===== src/hdl/drive_cfg_pkg.sv =====
// Constants for the drive submode and feedback selection block.
// Assumes object dictionary accesses arrive decoded as index, subindex and data.
// Behaviour
// Reboot only when the reboot command entry receives key 746f6f62.
// Delay a requested reboot by the reboot delay entry, in milliseconds.
// Submode bit 0 picks open loop (0) or closed loop (1).
// Loop changeover is held off while operation enabled.
// Submode bit 1 emulates velocity control with an S-ramp.
// Submode bit 2 enables automatic holding brake control.
// Submode bit 3 enables current reduction in open loop.
// With bit 4, align in open loop after power-up, then close loop at once.
// Without bit 4, stay open loop until the encoder index is seen.
// A commutation encoder without index always forces auto alignment.
// Bit 5 in torque modes makes torque control act alone.
// Submode bit 6 marks the motor as brushless DC.
// Bit 7 enables slow speed; master sets it only in closed loop.
// Feedback mask writes during operation enabled apply on next entry to it.
// Mask bit 0 position, bit 1 velocity, bit 2 commutation source.
// Feedback count entry reports existing feedbacks, preset 3.
// First mask entry is the always present sensorless feedback.
// Each source search starts at sensor 2, ascending, first match wins.
// With open loop selected the commutation bits are ignored.
// Submode bits 8 to 31 are stored, read back, and do nothing.
package drive_cfg_pkg;

  // Object dictionary addresses
  localparam logic [15:0] OBJ_REBOOT = 16'h2800;
  localparam logic [15:0] OBJ_SUBMODE = 16'h3202;
  localparam logic [15:0] OBJ_FB_SEL = 16'h3203;
  localparam logic [7:0] SUB_COUNT = 8'h00;
  localparam logic [7:0] SUB_REBOOT_CMD = 8'h01;
  localparam logic [7:0] SUB_REBOOT_DELAY = 8'h02;

  // Key and reset values
  localparam logic [31:0] REBOOT_KEY = 32'h746f6f62;
  localparam logic [31:0] REBOOT_RESET = 32'h0000_0000;
  localparam logic [31:0] SUBMODE_RESET = 32'h0000_0000;
  localparam logic [7:0] FB_MASK_RESET = 8'h00;
  localparam int FB_COUNT_RESET = 3;

  // Submode bit positions
  localparam int SM_LOOP = 0;
  localparam int SM_RAMP = 1;
  localparam int SM_BRAKE = 2;
  localparam int SM_CURRENT_REDUCTION_EN = 3;
  localparam int SM_AUTO_ALIGNMENT_EN = 4;
  localparam int SM_TORQUE = 5;
  localparam int SM_BLDC = 6;
  localparam int SM_SLOW = 7;

  // Feedback mask bit positions and search
  localparam int FB_POS_BIT = 0;
  localparam int FB_VEL_BIT = 1;
  localparam int FB_COMM_BIT = 2;
  localparam int SEARCH_FIRST = 2;
  localparam logic [2:0] SENSOR_NONE = 3'h0;

  // Timing
  localparam int CLK_FREQ_HZ = 125000000;
  localparam int MS_PER_S = 1000;
  localparam int CYCLES_PER_MS = CLK_FREQ_HZ / MS_PER_S;

endpackage


===== src/hdl/feedback_source_search.sv =====
// Priority search that picks position, velocity and commutation sources.
// Assumes masks are already the applied copies; purely combinational.
`timescale 1ns/1ns
`default_nettype none

module feedback_source_search #(
  parameter int FB_COUNT = drive_cfg_pkg::FB_COUNT_RESET
) (
  input wire logic [FB_COUNT-1:0][7:0] masks,
  input wire logic loopClosedSel,
  output logic [2:0] posSource,
  output logic [2:0] velSource,
  output logic [2:0] commSource
);
  import drive_cfg_pkg::*;

  // First sensor from 2 upward with the bit set; the sensorless entry is never searched
  function automatic logic [2:0] first_set(input logic [FB_COUNT-1:0][7:0] m, input int b);
    logic [2:0] found;
    found = SENSOR_NONE;
    for (int s = FB_COUNT; s >= SEARCH_FIRST; s--)
    begin
      if (m[s-1][b])
      begin
        found = 3'(s);
      end
    end
    return found;
  endfunction

  // Commutation only means something in closed loop
  always_comb
  begin
    posSource = first_set(masks, FB_POS_BIT);
    velSource = first_set(masks, FB_VEL_BIT);
    commSource = loopClosedSel ? first_set(masks, FB_COMM_BIT) : SENSOR_NONE;
  end

endmodule // feedback_source_search

`default_nettype wire


===== src/hdl/drive_submode_feedback_select.sv =====
// Submode word, reboot request and feedback selection for a motor drive.
// Assumes a fieldbus slave presents decoded dictionary accesses on mclk,
// and that the drive state machine reports operation enabled on mclk.
`timescale 1ns/1ns
`default_nettype none

module drive_submode_feedback_select #(
  parameter int FB_COUNT = drive_cfg_pkg::FB_COUNT_RESET,
  parameter int CYCLES_PER_MS_P = drive_cfg_pkg::CYCLES_PER_MS
) (
  input wire logic mclk,
  input wire logic rst_b,
  input wire logic ce,
  input wire logic odWrEn,
  input wire logic odRdEn,
  input wire logic [15:0] odIndex,
  input wire logic [7:0] odSubIndex,
  input wire logic [31:0] odWrData,
  output logic odAck,
  output logic odAbort,
  output logic [31:0] odRdData,
  input wire logic opEnabled,
  input wire logic torqueModeActive,
  input wire logic commNoIndex,
  input wire logic alignDone,
  input wire logic encIndexPin,
  output logic firmwareReboot,
  output logic rebootPending,
  output logic loopModeSelect,
  output logic closedLoopActive,
  output logic alignActive,
  output logic rampSpeedEmulation,
  output logic autoBrakeEn,
  output logic current_reduction_en,
  output logic torqueOnly,
  output logic bldcMotor,
  output logic slowSpeedEn,
  output logic [2:0] posSource,
  output logic [2:0] velSource,
  output logic [2:0] commSource
);
  import drive_cfg_pkg::*;

  localparam int CW = $clog2(CYCLES_PER_MS_P + 1);

  // Elaboration check: sensor numbers are three bits wide
  if (FB_COUNT < 1 || FB_COUNT > 7 || CYCLES_PER_MS_P < 1)
  begin : g_bad_param
    $error("drive_submode_feedback_select: unsupported parameter value");
  end

  typedef enum logic [1:0] {LOOP_OPEN, LOOP_ALIGN, LOOP_WAIT_INDEX, LOOP_CLOSED} loop_type;

  typedef struct packed {
    logic [31:0] submode;
    logic [FB_COUNT-1:0][7:0] mask;
    logic [FB_COUNT-1:0][7:0] maskApplied;
    logic [31:0] rebootCmd;
    logic [31:0] rebootDelay;
    logic rebootArmed;
    logic [31:0] msLeft;
    logic [CW-1:0] cycLeft;
    logic rebootPulse;
    logic loopApplied;
    loop_type loop;
    logic aligned;
    logic opEnPrev;
    logic [2:0] idxSync;
    logic ack;
    logic abort;
    logic [31:0] rdData;
    logic [2:0] pos;
    logic [2:0] vel;
    logic [2:0] comm;
  } state_type;

  state_type q;
  state_type d;
  logic [2:0] srchPos;
  logic [2:0] srchVel;
  logic [2:0] srchComm;
  logic idxEdge;
  logic fbSub;
  logic [2:0] fbSel;

  // Sources follow the applied masks, never the live ones
  feedback_source_search #(
    .FB_COUNT(FB_COUNT)
  ) u_search (
    .masks(q.maskApplied),
    .loopClosedSel(q.loopApplied),
    .posSource(srchPos),
    .velSource(srchVel),
    .commSource(srchComm)
  );

  // Rising edge of the index, read only from the second and third sync stages
  assign idxEdge = q.idxSync[1] & ~q.idxSync[2];
  assign fbSub = (odSubIndex >= 8'h01) && (odSubIndex <= 8'(FB_COUNT));
  assign fbSel = odSubIndex[2:0] - 3'h1;

  // Next-state logic; ce low leaves every field as it is
  always_comb
  begin
    d = q;
    if (ce)
    begin
      d.ack = 1'b0;
      d.abort = 1'b0;
      d.rebootPulse = 1'b0;
      d.opEnPrev = opEnabled;
      d.idxSync = {q.idxSync[1:0], encIndexPin};

      // Dictionary reads
      if (odRdEn)
      begin
        d.ack = 1'b1;
        d.rdData = 32'h0000_0000;
        if (odIndex == OBJ_SUBMODE && odSubIndex == SUB_COUNT)
        begin
          d.rdData = q.submode;
        end
        else if (odIndex == OBJ_FB_SEL && odSubIndex == SUB_COUNT)
        begin
          d.rdData = 32'(FB_COUNT);
        end
        else if (odIndex == OBJ_FB_SEL && fbSub)
        begin
          d.rdData = {24'h000000, q.mask[fbSel]};
        end
        else if (odIndex == OBJ_REBOOT && odSubIndex == SUB_REBOOT_CMD)
        begin
          d.rdData = q.rebootCmd;
        end
        else if (odIndex == OBJ_REBOOT && odSubIndex == SUB_REBOOT_DELAY)
        begin
          d.rdData = q.rebootDelay;
        end
        else
        begin
          d.ack = 1'b0;
          d.abort = 1'b1;
        end
      end
      // Dictionary writes; the count entry is read only
      else if (odWrEn)
      begin
        d.ack = 1'b1;
        if (odIndex == OBJ_SUBMODE && odSubIndex == SUB_COUNT)
        begin
          d.submode = odWrData;
        end
        else if (odIndex == OBJ_FB_SEL && fbSub)
        begin
          d.mask[fbSel] = odWrData[7:0];
        end
        else if (odIndex == OBJ_REBOOT && odSubIndex == SUB_REBOOT_DELAY)
        begin
          d.rebootDelay = odWrData;
        end
        else if (odIndex == OBJ_REBOOT && odSubIndex == SUB_REBOOT_CMD)
        begin
          d.rebootCmd = odWrData;
          // Only the exact key arms; rewriting it restarts the delay
          if (odWrData == REBOOT_KEY)
          begin
            d.rebootArmed = 1'b1;
            d.msLeft = q.rebootDelay;
            d.cycLeft = CW'(CYCLES_PER_MS_P - 1);
          end
        end
        else
        begin
          d.ack = 1'b0;
          d.abort = 1'b1;
        end
      end

      // Millisecond countdown; zero delay reboots on the next cycle
      if (q.rebootArmed && !(odWrEn && odIndex == OBJ_REBOOT && odSubIndex == SUB_REBOOT_CMD))
      begin
        if (q.msLeft == 32'h0000_0000)
        begin
          d.rebootArmed = 1'b0;
          d.rebootPulse = 1'b1;
        end
        else if (q.cycLeft == '0)
        begin
          d.msLeft = q.msLeft - 32'h0000_0001;
          d.cycLeft = CW'(CYCLES_PER_MS_P - 1);
        end
        else
        begin
          d.cycLeft = q.cycLeft - CW'(1);
        end
      end

      // Loop selection takes effect only outside operation enabled
      if (!opEnabled)
      begin
        d.loopApplied = q.submode[SM_LOOP];
      end

      // Buffered masks are taken on entry to operation enabled
      if (opEnabled && !q.opEnPrev)
      begin
        d.maskApplied = q.mask;
      end

      // Commutation state: alignment happens once after power-up
      case (q.loop)
        LOOP_OPEN:
        begin
          if (q.loopApplied)
          begin
            if (q.aligned)
            begin
              d.loop = LOOP_CLOSED;
            end
            else if (q.submode[SM_AUTO_ALIGNMENT_EN] || commNoIndex)
            begin
              d.loop = LOOP_ALIGN;
            end
            else
            begin
              d.loop = LOOP_WAIT_INDEX;
            end
          end
        end
        LOOP_ALIGN:
        begin
          if (!q.loopApplied)
          begin
            d.loop = LOOP_OPEN;
          end
          else if (alignDone)
          begin
            d.loop = LOOP_CLOSED;
            d.aligned = 1'b1;
          end
        end
        LOOP_WAIT_INDEX:
        begin
          if (!q.loopApplied)
          begin
            d.loop = LOOP_OPEN;
          end
          else if (idxEdge)
          begin
            d.loop = LOOP_CLOSED;
            d.aligned = 1'b1;
          end
        end
        LOOP_CLOSED:
        begin
          if (!q.loopApplied)
          begin
            d.loop = LOOP_OPEN;
          end
        end
        default:
        begin
          d.loop = LOOP_OPEN;
        end
      endcase

      // Registered source numbers, 0 meaning none found
      d.pos = srchPos;
      d.vel = srchVel;
      d.comm = srchComm;
    end
  end

  // State register
  always_ff @(posedge mclk or negedge rst_b)
  begin
    if (!rst_b)
    begin
      q <= '0;
      q.submode <= SUBMODE_RESET;
      q.mask <= {FB_COUNT{FB_MASK_RESET}};
      q.maskApplied <= {FB_COUNT{FB_MASK_RESET}};
      q.rebootCmd <= REBOOT_RESET;
      q.rebootDelay <= REBOOT_RESET;
      q.loop <= LOOP_OPEN;
    end
    else
    begin
      q <= d;
    end
  end

  // Outputs; mode bits gated by the live loop state where it matters
  assign odAck = q.ack;
  assign odAbort = q.abort;
  assign odRdData = q.rdData;
  assign firmwareReboot = q.rebootPulse;
  assign rebootPending = q.rebootArmed;
  assign loopModeSelect = q.loopApplied;
  assign closedLoopActive = (q.loop == LOOP_CLOSED);
  assign alignActive = (q.loop == LOOP_ALIGN);
  assign rampSpeedEmulation = q.submode[SM_RAMP];
  assign autoBrakeEn = q.submode[SM_BRAKE];
  assign current_reduction_en = q.submode[SM_CURRENT_REDUCTION_EN] & (q.loop != LOOP_CLOSED);
  assign torqueOnly = q.submode[SM_TORQUE] & torqueModeActive;
  assign bldcMotor = q.submode[SM_BLDC];
  // Guarded here as well, since a master may set it too early
  assign slowSpeedEn = q.submode[SM_SLOW] & (q.loop == LOOP_CLOSED);
  assign posSource = q.pos;
  assign velSource = q.vel;
  assign commSource = q.comm;

endmodule // drive_submode_feedback_select

`default_nettype wire


===== config.mk =====
export PLATFORM = sky130hd
export DESIGN_NAME = drive_submode_feedback_select
export DESIGN_NICKNAME = d
export VERILOG_FILES = /design/src/hdl/drive_cfg_pkg.sv /design/src/hdl/feedback_source_search.sv /design/src/hdl/drive_submode_feedback_select.sv
export SDC_FILE = /design/constraint.sdc
export NUM_CORES = 1
export LEC_CHECK = 0
export BUFFER_PORTS_ARGS = -buffer_cell sky130_fd_sc_hd__buf_4
export CAP_MARGIN = 20
export CORE_ASPECT_RATIO = 0.8
export CORE_MARGIN = 2
export CORE_UTILIZATION = 59
export CTS_CLUSTER_SIZE = 24
export DETAILED_ROUTE_END_ITERATION = 12
export PLACE_DENSITY = 0.8
export SYNTH_ARGS = -nofsm -noshare
export SYNTH_HDL_FRONTEND = slang
export SYNTH_SLANG_ARGS = --single-unit

===== constraint.sdc =====
create_clock -name mclk -period 3.05 [get_ports mclk]
set_clock_uncertainty 0.15 [all_clocks]
set_input_delay 0.61 -clock mclk [delete_from_list [all_inputs] [get_ports mclk]]
set_output_delay 0.61 -clock mclk [all_outputs]
set_load 0.01 [all_outputs]

==> results of run 1 <==
==> cell usage after synthesis, types with 15 or more instances <==
| cell type | instances | area [µm²] |
|---|---|---|
| a222oi_1 | 23 | 230.2 |
| nor2_1 | 56 | 210.2 |
| nand2_1 | 70 | 262.8 |
| a211oi_1 | 15 | 112.6 |
| nor3_1 | 41 | 205.2 |
| mux2_2 | 125 | 1408 |
| nor4_1 | 15 | 93.84 |
| buf_4 | 41 | 307.8 |
| dfrtp_1 | 225 | 5630 |
| buf_2 | 19 | 95.09 |
| o21ai_0 | 64 | 320.3 |
| nand3_1 | 22 | 110.1 |
| clkbuf_1 | 22 | 82.58 |
| inv_1 | 33 | 123.9 |
==> logic make-up after synthesis <==
family	Yosys count
flip-flops	225
XOR/XNOR	2
AND/OR/NAND/NOR	303
buffers and inverters	119
other	1
multiplexers	140
AO/OA/AOI/OAI	214
adder cells (fa/ha/maj)	14
==> state kept, by name (all words and copies together) (netlist names) <==
register / count
q: 179
odRdData: 32
commSource: 2
posSource: 2
velSource: 2
autoBrakeEn: 1
bldcMotor: 1
firmwareReboot: 1
loopModeSelect: 1
odAbort: 1
odAck: 1
rampSpeedEmulation: 1
rebootPending: 1
==> final cells by class <==
cell class / instances / area share [%]
flip-flops and latches: 225 / 42.46
multi-input cells: 676 / 37.51
repair buffers: 181 / 10.98
clock buffers: 31 / 5.020
well taps: 258 / 2.435
inverters: 34 / 0.9625
clock inverters: 9 / 0.6228
==> per-stage QoR <==
stage                     util (%)  cell area, µm²  worst slack, ns  cells
after CTS                    70.62           13240           0.1633   1413
final                        70.72           13260           0.2298   1414
after floorplan                  -           11190           0.2820   1020
after global routing         70.72           13260          0.05210   1414
after detailed placement     66.58           12480           0.1040   1372
after global placement       66.58           12480           0.1266   1372
==> layer usage <==
metal / vias to the layer above / global-route usage (%) / share of wire, %
li1: 4013 / - / -
met1: 4335 / 42.46 / 45
met2: 329 / 45.47 / 47
met3: 47 / 4.274 / 6.8
met4: 0 / 6.578 / 2.0
met5: - / 1.003 / 0
==> report_power, final <==
part	internal (mW)	total [mW]	leakage, nW	switching (mW)
combinational	0.255	0.590	2.88	0.336
sequential	3.07	3.16	3.02	0.0918
clock	1.62	2.79	0.368	1.18
total	4.94	6.54	6.28	1.61
==> worst paths after layout <==
check	from	endpoint	slack [ns]	cells after the start
hold / removal	encIndexPin	q[43]	0.19	2
setup reg to reg	q[96]	q[93]	0.23	8
setup / recovery	q[96]	q[93]	0.23	8
hold reg to reg	odRdData[26]	odRdData[26]	0.33	2
min in group asynchronous	rst_b	q[55]	0.47	2
max in group asynchronous	rst_b	q[76]	1.59	3
==> what timing repair did <==
action,in CTS,in global routing
hold buffers,1,0
hold endpoints to repair,51,0
endpoints found under the setup margin,0,12
resized for setup,0,2
buffers inserted,0,1
==> results.json, run 1 <==
{
  "status": "complete, no violations",
  "maxCapViolations": 0,
  "max_clock_freq_mhz": 354.6,
  "ys_seq_area_share_pct": 50.35,
  "wl_per_cell_um": 19.83,
  "hold_ws_ns": 0.1867,
  "layout_common_cells": "225 x dfrtp_1, 172 x buf_4, 125 x mux2_2, 69 x nand2_1, 64 x o21ai_0",
  "nFillCells": 1379,
  "required_ns": 3.35,
  "cts.sinks": 225,
  "synth_mux_area_share_pct": 13.95,
  "leakage_nw": 6.275,
  "avgSynthCellArea_um2": 10.98,
  "synth-seq-cells": 225,
  "synth-simple-area-share_pct": 14.87,
  "layout.nets": 1221,
  "rsz0062_at_grt": "false",
  "peakVddDrop_uv": 441.2,
  "crit_type": "flip-flop to flip-flop",
  "grt_overflow": 0,
  "synth_edf_count": 0,
  "track_usage_pct": 28.81,
  "synth_xor_area_share_pct": 0.1567,
  "vias": 8724,
  "ys_async_sr_fraction_pct": 100.0,
  "synth_area_um2": 11180,
  "crit_top_cell": "buf_4",
  "clk_path_buf_depth": 3,
  "worstSkewPairLatency_ns": 0.51,
  "routabilityCongestion": 0.9115,
  "final_common_cell": "dfrtp_1",
  "totalPowerFinal_mw": 6.543,
  "drtAntennaViolNets": 0,
  "cp-start-kind": "flip-flop",
  "diodes": 0,
  "finalMaxSlewViolations": 0,
  "multi_input_comb_area_um2": 4974,
  "drt_iter0_drc": 803,
  "crit_fanout": 6,
  "setup-tns-final_ns": 0,
  "drive_gt1_share_pct": 31.92,
  "start_util_pct": 59.64,
  "regArea_um2": 5630,
  "finalCritPeriodShare_pct": 92.47,
  "cts_buffers": 23,
  "cts_tree": "yes",
  "hold_viol": 0,
  "synth_compound_gate_area_share_pct": 13.47,
  "die_height_um": 127.1,
  "p_per_area_nw_per_um2": 493.5,
  "die_x_um": 157.9,
  "port_buffers": 116,
  "crit_arrival_ns": 3.12,
  "dr.pass1.iters": 8,
  "grt_pass1_wl_um": 46260,
  "wl_um": 28040,
  "grt_pass1_vias": 8817,
  "fp.dieArea_um2": 20080,
  "hpwl_um": 19350,
  "synth_top_family_by_area": "simple AND/OR/NAND/NOR gates",
  "worst_slew_pin_slew_ns": 0.6042,
  "cp_cell_sequence": "or4_1, nor4_2, nand4_1, buf_4, nand3_1, buf_4, a2bb2oi_1, o22a_1",
  "cpMaxStageDelayCell": "or4_1",
  "coreArea_um2": 18750,
  "holdCritPathClass": "input pin to flip-flop",
  "period_minus_slack_ns": 2.820,
  "finalSetupViolations": 0,
  "ctsHtreeMaxLevel": 1,
  "synth_fa_ha_area_share_pct": 1.567,
  "grt_max_degree": 65,
  "cts-root-buf": "clkbuf_16",
  "via_per_inst": 6.170,
  "drc": 0,
  "ys_types": 71,
  "area_delta_synth_final_pct": 18.57,
  "rows": 45,
  "cp-end-kind": "flip-flop",
  "synthFlopType": "dfrtp_1",
  "yosysWarningCount": 0,
  "io_pins": 120,
  "slowest_delay_ns": 0.65,
  "critical_path_buf_inv_count": 2,
  "crit_family": "simple AND/OR/NAND/NOR gates",
  "cts.clk_slew.worst_paths_ns": 0.06,
  "slew_headroom_pct": 59.35,
  "synthCells": 1018,
  "antenna_found_initial": 0
}
No activity file was read; power rests on OpenSTA's default activity.
==> run 2, diff against run 1 <==
--- a/config.mk
+++ b/config.mk
@@ -7,12 +7,11 @@
 export LEC_CHECK = 0
 export BUFFER_PORTS_ARGS = -buffer_cell sky130_fd_sc_hd__buf_4
 export CAP_MARGIN = 20
-export CORE_ASPECT_RATIO = 0.8
+export CORE_ASPECT_RATIO = 0.6
 export CORE_MARGIN = 2
-export CORE_UTILIZATION = 59
+export CORE_UTILIZATION = 35
 export CTS_CLUSTER_SIZE = 24
 export DETAILED_ROUTE_END_ITERATION = 12
-export PLACE_DENSITY = 0.8
 export SYNTH_ARGS = -nofsm -noshare
 export SYNTH_HDL_FRONTEND = slang
 export SYNTH_SLANG_ARGS = --single-unit
==> results.json, run 2 (synthesis gave the netlist of run 1 again) <==
{
  "hold_ws_ns": 0.1664,
  "grt_max_degree": 67,
  "die_x_um": 234.8,
  "critical_path_buf_inv_count": 1,
  "finalCritPeriodShare_pct": 95.22,
  "crit_fanout": 8,
  "finalSetupViolations": 0,
  "hold_viol": 0,
  "dp.cells": 1548,
  "worstSkewPairLatency_ns": 0.54,
  "status": "complete, no violations",
  "dp_slack_ns": -0.2840,
  "grt_pass1_wl_um": 50400,
  "start_util_pct": 35.75,
  "wl_per_cell_um": 19.87,
  "largest_reg_flops": 179,
  "clk_path_buf_depth": 3,
  "cts_buffers": 24,
  "cts.clk_slew.worst_paths_ns": 0.06,
  "vias": 8707,
  "io_pins": 120,
  "cp-start-kind": "flip-flop",
  "period_minus_slack_ns": 2.904,
  "rows": 50,
  "p_per_area_nw_per_um2": 498.8,
  "top_register": "q",
  "grt_pass1_vias": 8770,
  "leakage_nw": 6.389,
  "required_ns": 3.29,
  "slowest_delay_ns": 0.62,
  "cpMaxStageDelayCell": "or4_1",
  "drc": 0,
  "max_clock_freq_mhz": 344.3,
  "layout.nets": 1239,
  "final_common_cell": "dfrtp_1",
  "antenna_found_initial": 1,
  "via_per_inst": 5.473,
  "final_cells": 1591,
  "maxCapViolations": 0,
  "rsz0062_at_grt": "false",
  "grt_overflow": 0,
  "slew_headroom_pct": 59.15,
  "layout_common_cells": "225 x dfrtp_1, 189 x buf_4, 125 x mux2_2, 69 x nand2_1, 64 x o21ai_0",
  "area_delta_synth_final_pct": 22.03,
  "cp-end-kind": "flip-flop",
  "cp_cell_sequence": "or4_1, nor3_1, nand4_1, buf_4, and3_1, nor2_2, a22oi_1",
  "drive_gt1_share_pct": 32.77,
  "ctsHtreeMaxLevel": 1,
  "cts_tree": "yes",
  "cts.sinks": 225,
  "postCtsSetupRepairBufs": 0,
  "wl_um": 31610,
  "crit_family": "simple AND/OR/NAND/NOR gates",
  "diodes": 0,
  "worst_slew_pin_slew_ns": 0.6127,
  "track_usage_pct": 18.95,
  "holdCritPathClass": "input pin to flip-flop",
  "crit_type": "flip-flop to flip-flop",
  "fp.dieArea_um2": 33440,
  "cts-root-buf": "clkbuf_16",
  "port_buffers": 116,
  "peakVddDrop_uv": 396.3,
  "crit_arrival_ns": 3.14,
  "drt_iter0_drc": 678,
  "coreArea_um2": 31280,
  "hpwl_um": 23160,
  "finalMaxSlewViolations": 0,
  "die_height_um": 142.5,
  "finalWorstSetupSlack_ns": 0.1457,
  "dr.pass1.iters": 8,
  "drtAntennaViolNets": 0,
  "routabilityCongestion": 0.8917
}
-- run 2: cell count changes in the layout (fill, tap and decap cells not counted), sizes merged --
cell,delta
bufinv,+2
clkinvlp,-2
inv,-1
clkbuf,+3
buf,+17
-- run 2: path summary, 6_finish.rpt --
kind,slack (ns),cells after the start,from,to
max in group asynchronous,1.53,3,rst_b,q[230]
hold reg to reg,0.34,2,odRdData[23],odRdData[23]
hold / removal,0.17,3,odWrData[24],q[126]
setup reg to reg,0.15,7,q[88],q[53]
min in group asynchronous,0.49,2,rst_b,commSource[0]
setup / recovery,0.15,7,q[88],q[53]
-- run 2: routing by layer --
metal | routed length [µm] | share of wire (%) | global-route usage, % | vias to the layer above
li1 | - | - | - | 4040
met1 | 16260 | 51 | 29.25 | 4381
met4 | 531 | 1.7 | 3.831 | 2
met3 | 1827 | 5.8 | 3.588 | 42
met5 | 13 | 0.041 | 0 | -
met2 | 12970 | 41 | 27.34 | 242
-- run 2: tightest hold or removal path: stages --
cell and delay (ns):
buf_4 0.10, nand2_1 0.04, o21ai_0 0.06
-- run 2: what timing repair did --
item / 4_1_cts / 5_1_grt
hold buffers: 1 / 0
endpoints found under the hold margin: 57 / 0
setup endpoints to repair: 0 / 2
gates resized for setup: 0 / 1
-- run 2: final cells by class --
type	count	area (µm²)
clock inverter	8	126.4
clock buffer	34	688.2
sequential	225	5630
inverter	34	127.6
timing repair buffer	198	1584
multi-input combinational	676	4969
tap	416	520.5
fill	2945	17630
-- run 2: metrics by stage --
stage	area (µm²)	util [%]	power, mW	TNS (ns)
floorplan	11190	-	3.502	0
global placement	12820	40.97	3.806	-9.240
detailed placement	12820	40.97	3.820	-7.406
CTS	13640	43.61	6.885	0
global route	13650	43.62	7.096	0
finish	13650	43.62	6.806	0
-- run 2: power by group --
| group | switching, mW | internal, mW | total (mW) |
|---|---|---|---|
| combinational | 0.349 | 0.256 | 0.605 |
| clock | 1.21 | 1.82 | 3.04 |
| sequential | 0.0976 | 3.07 | 3.17 |
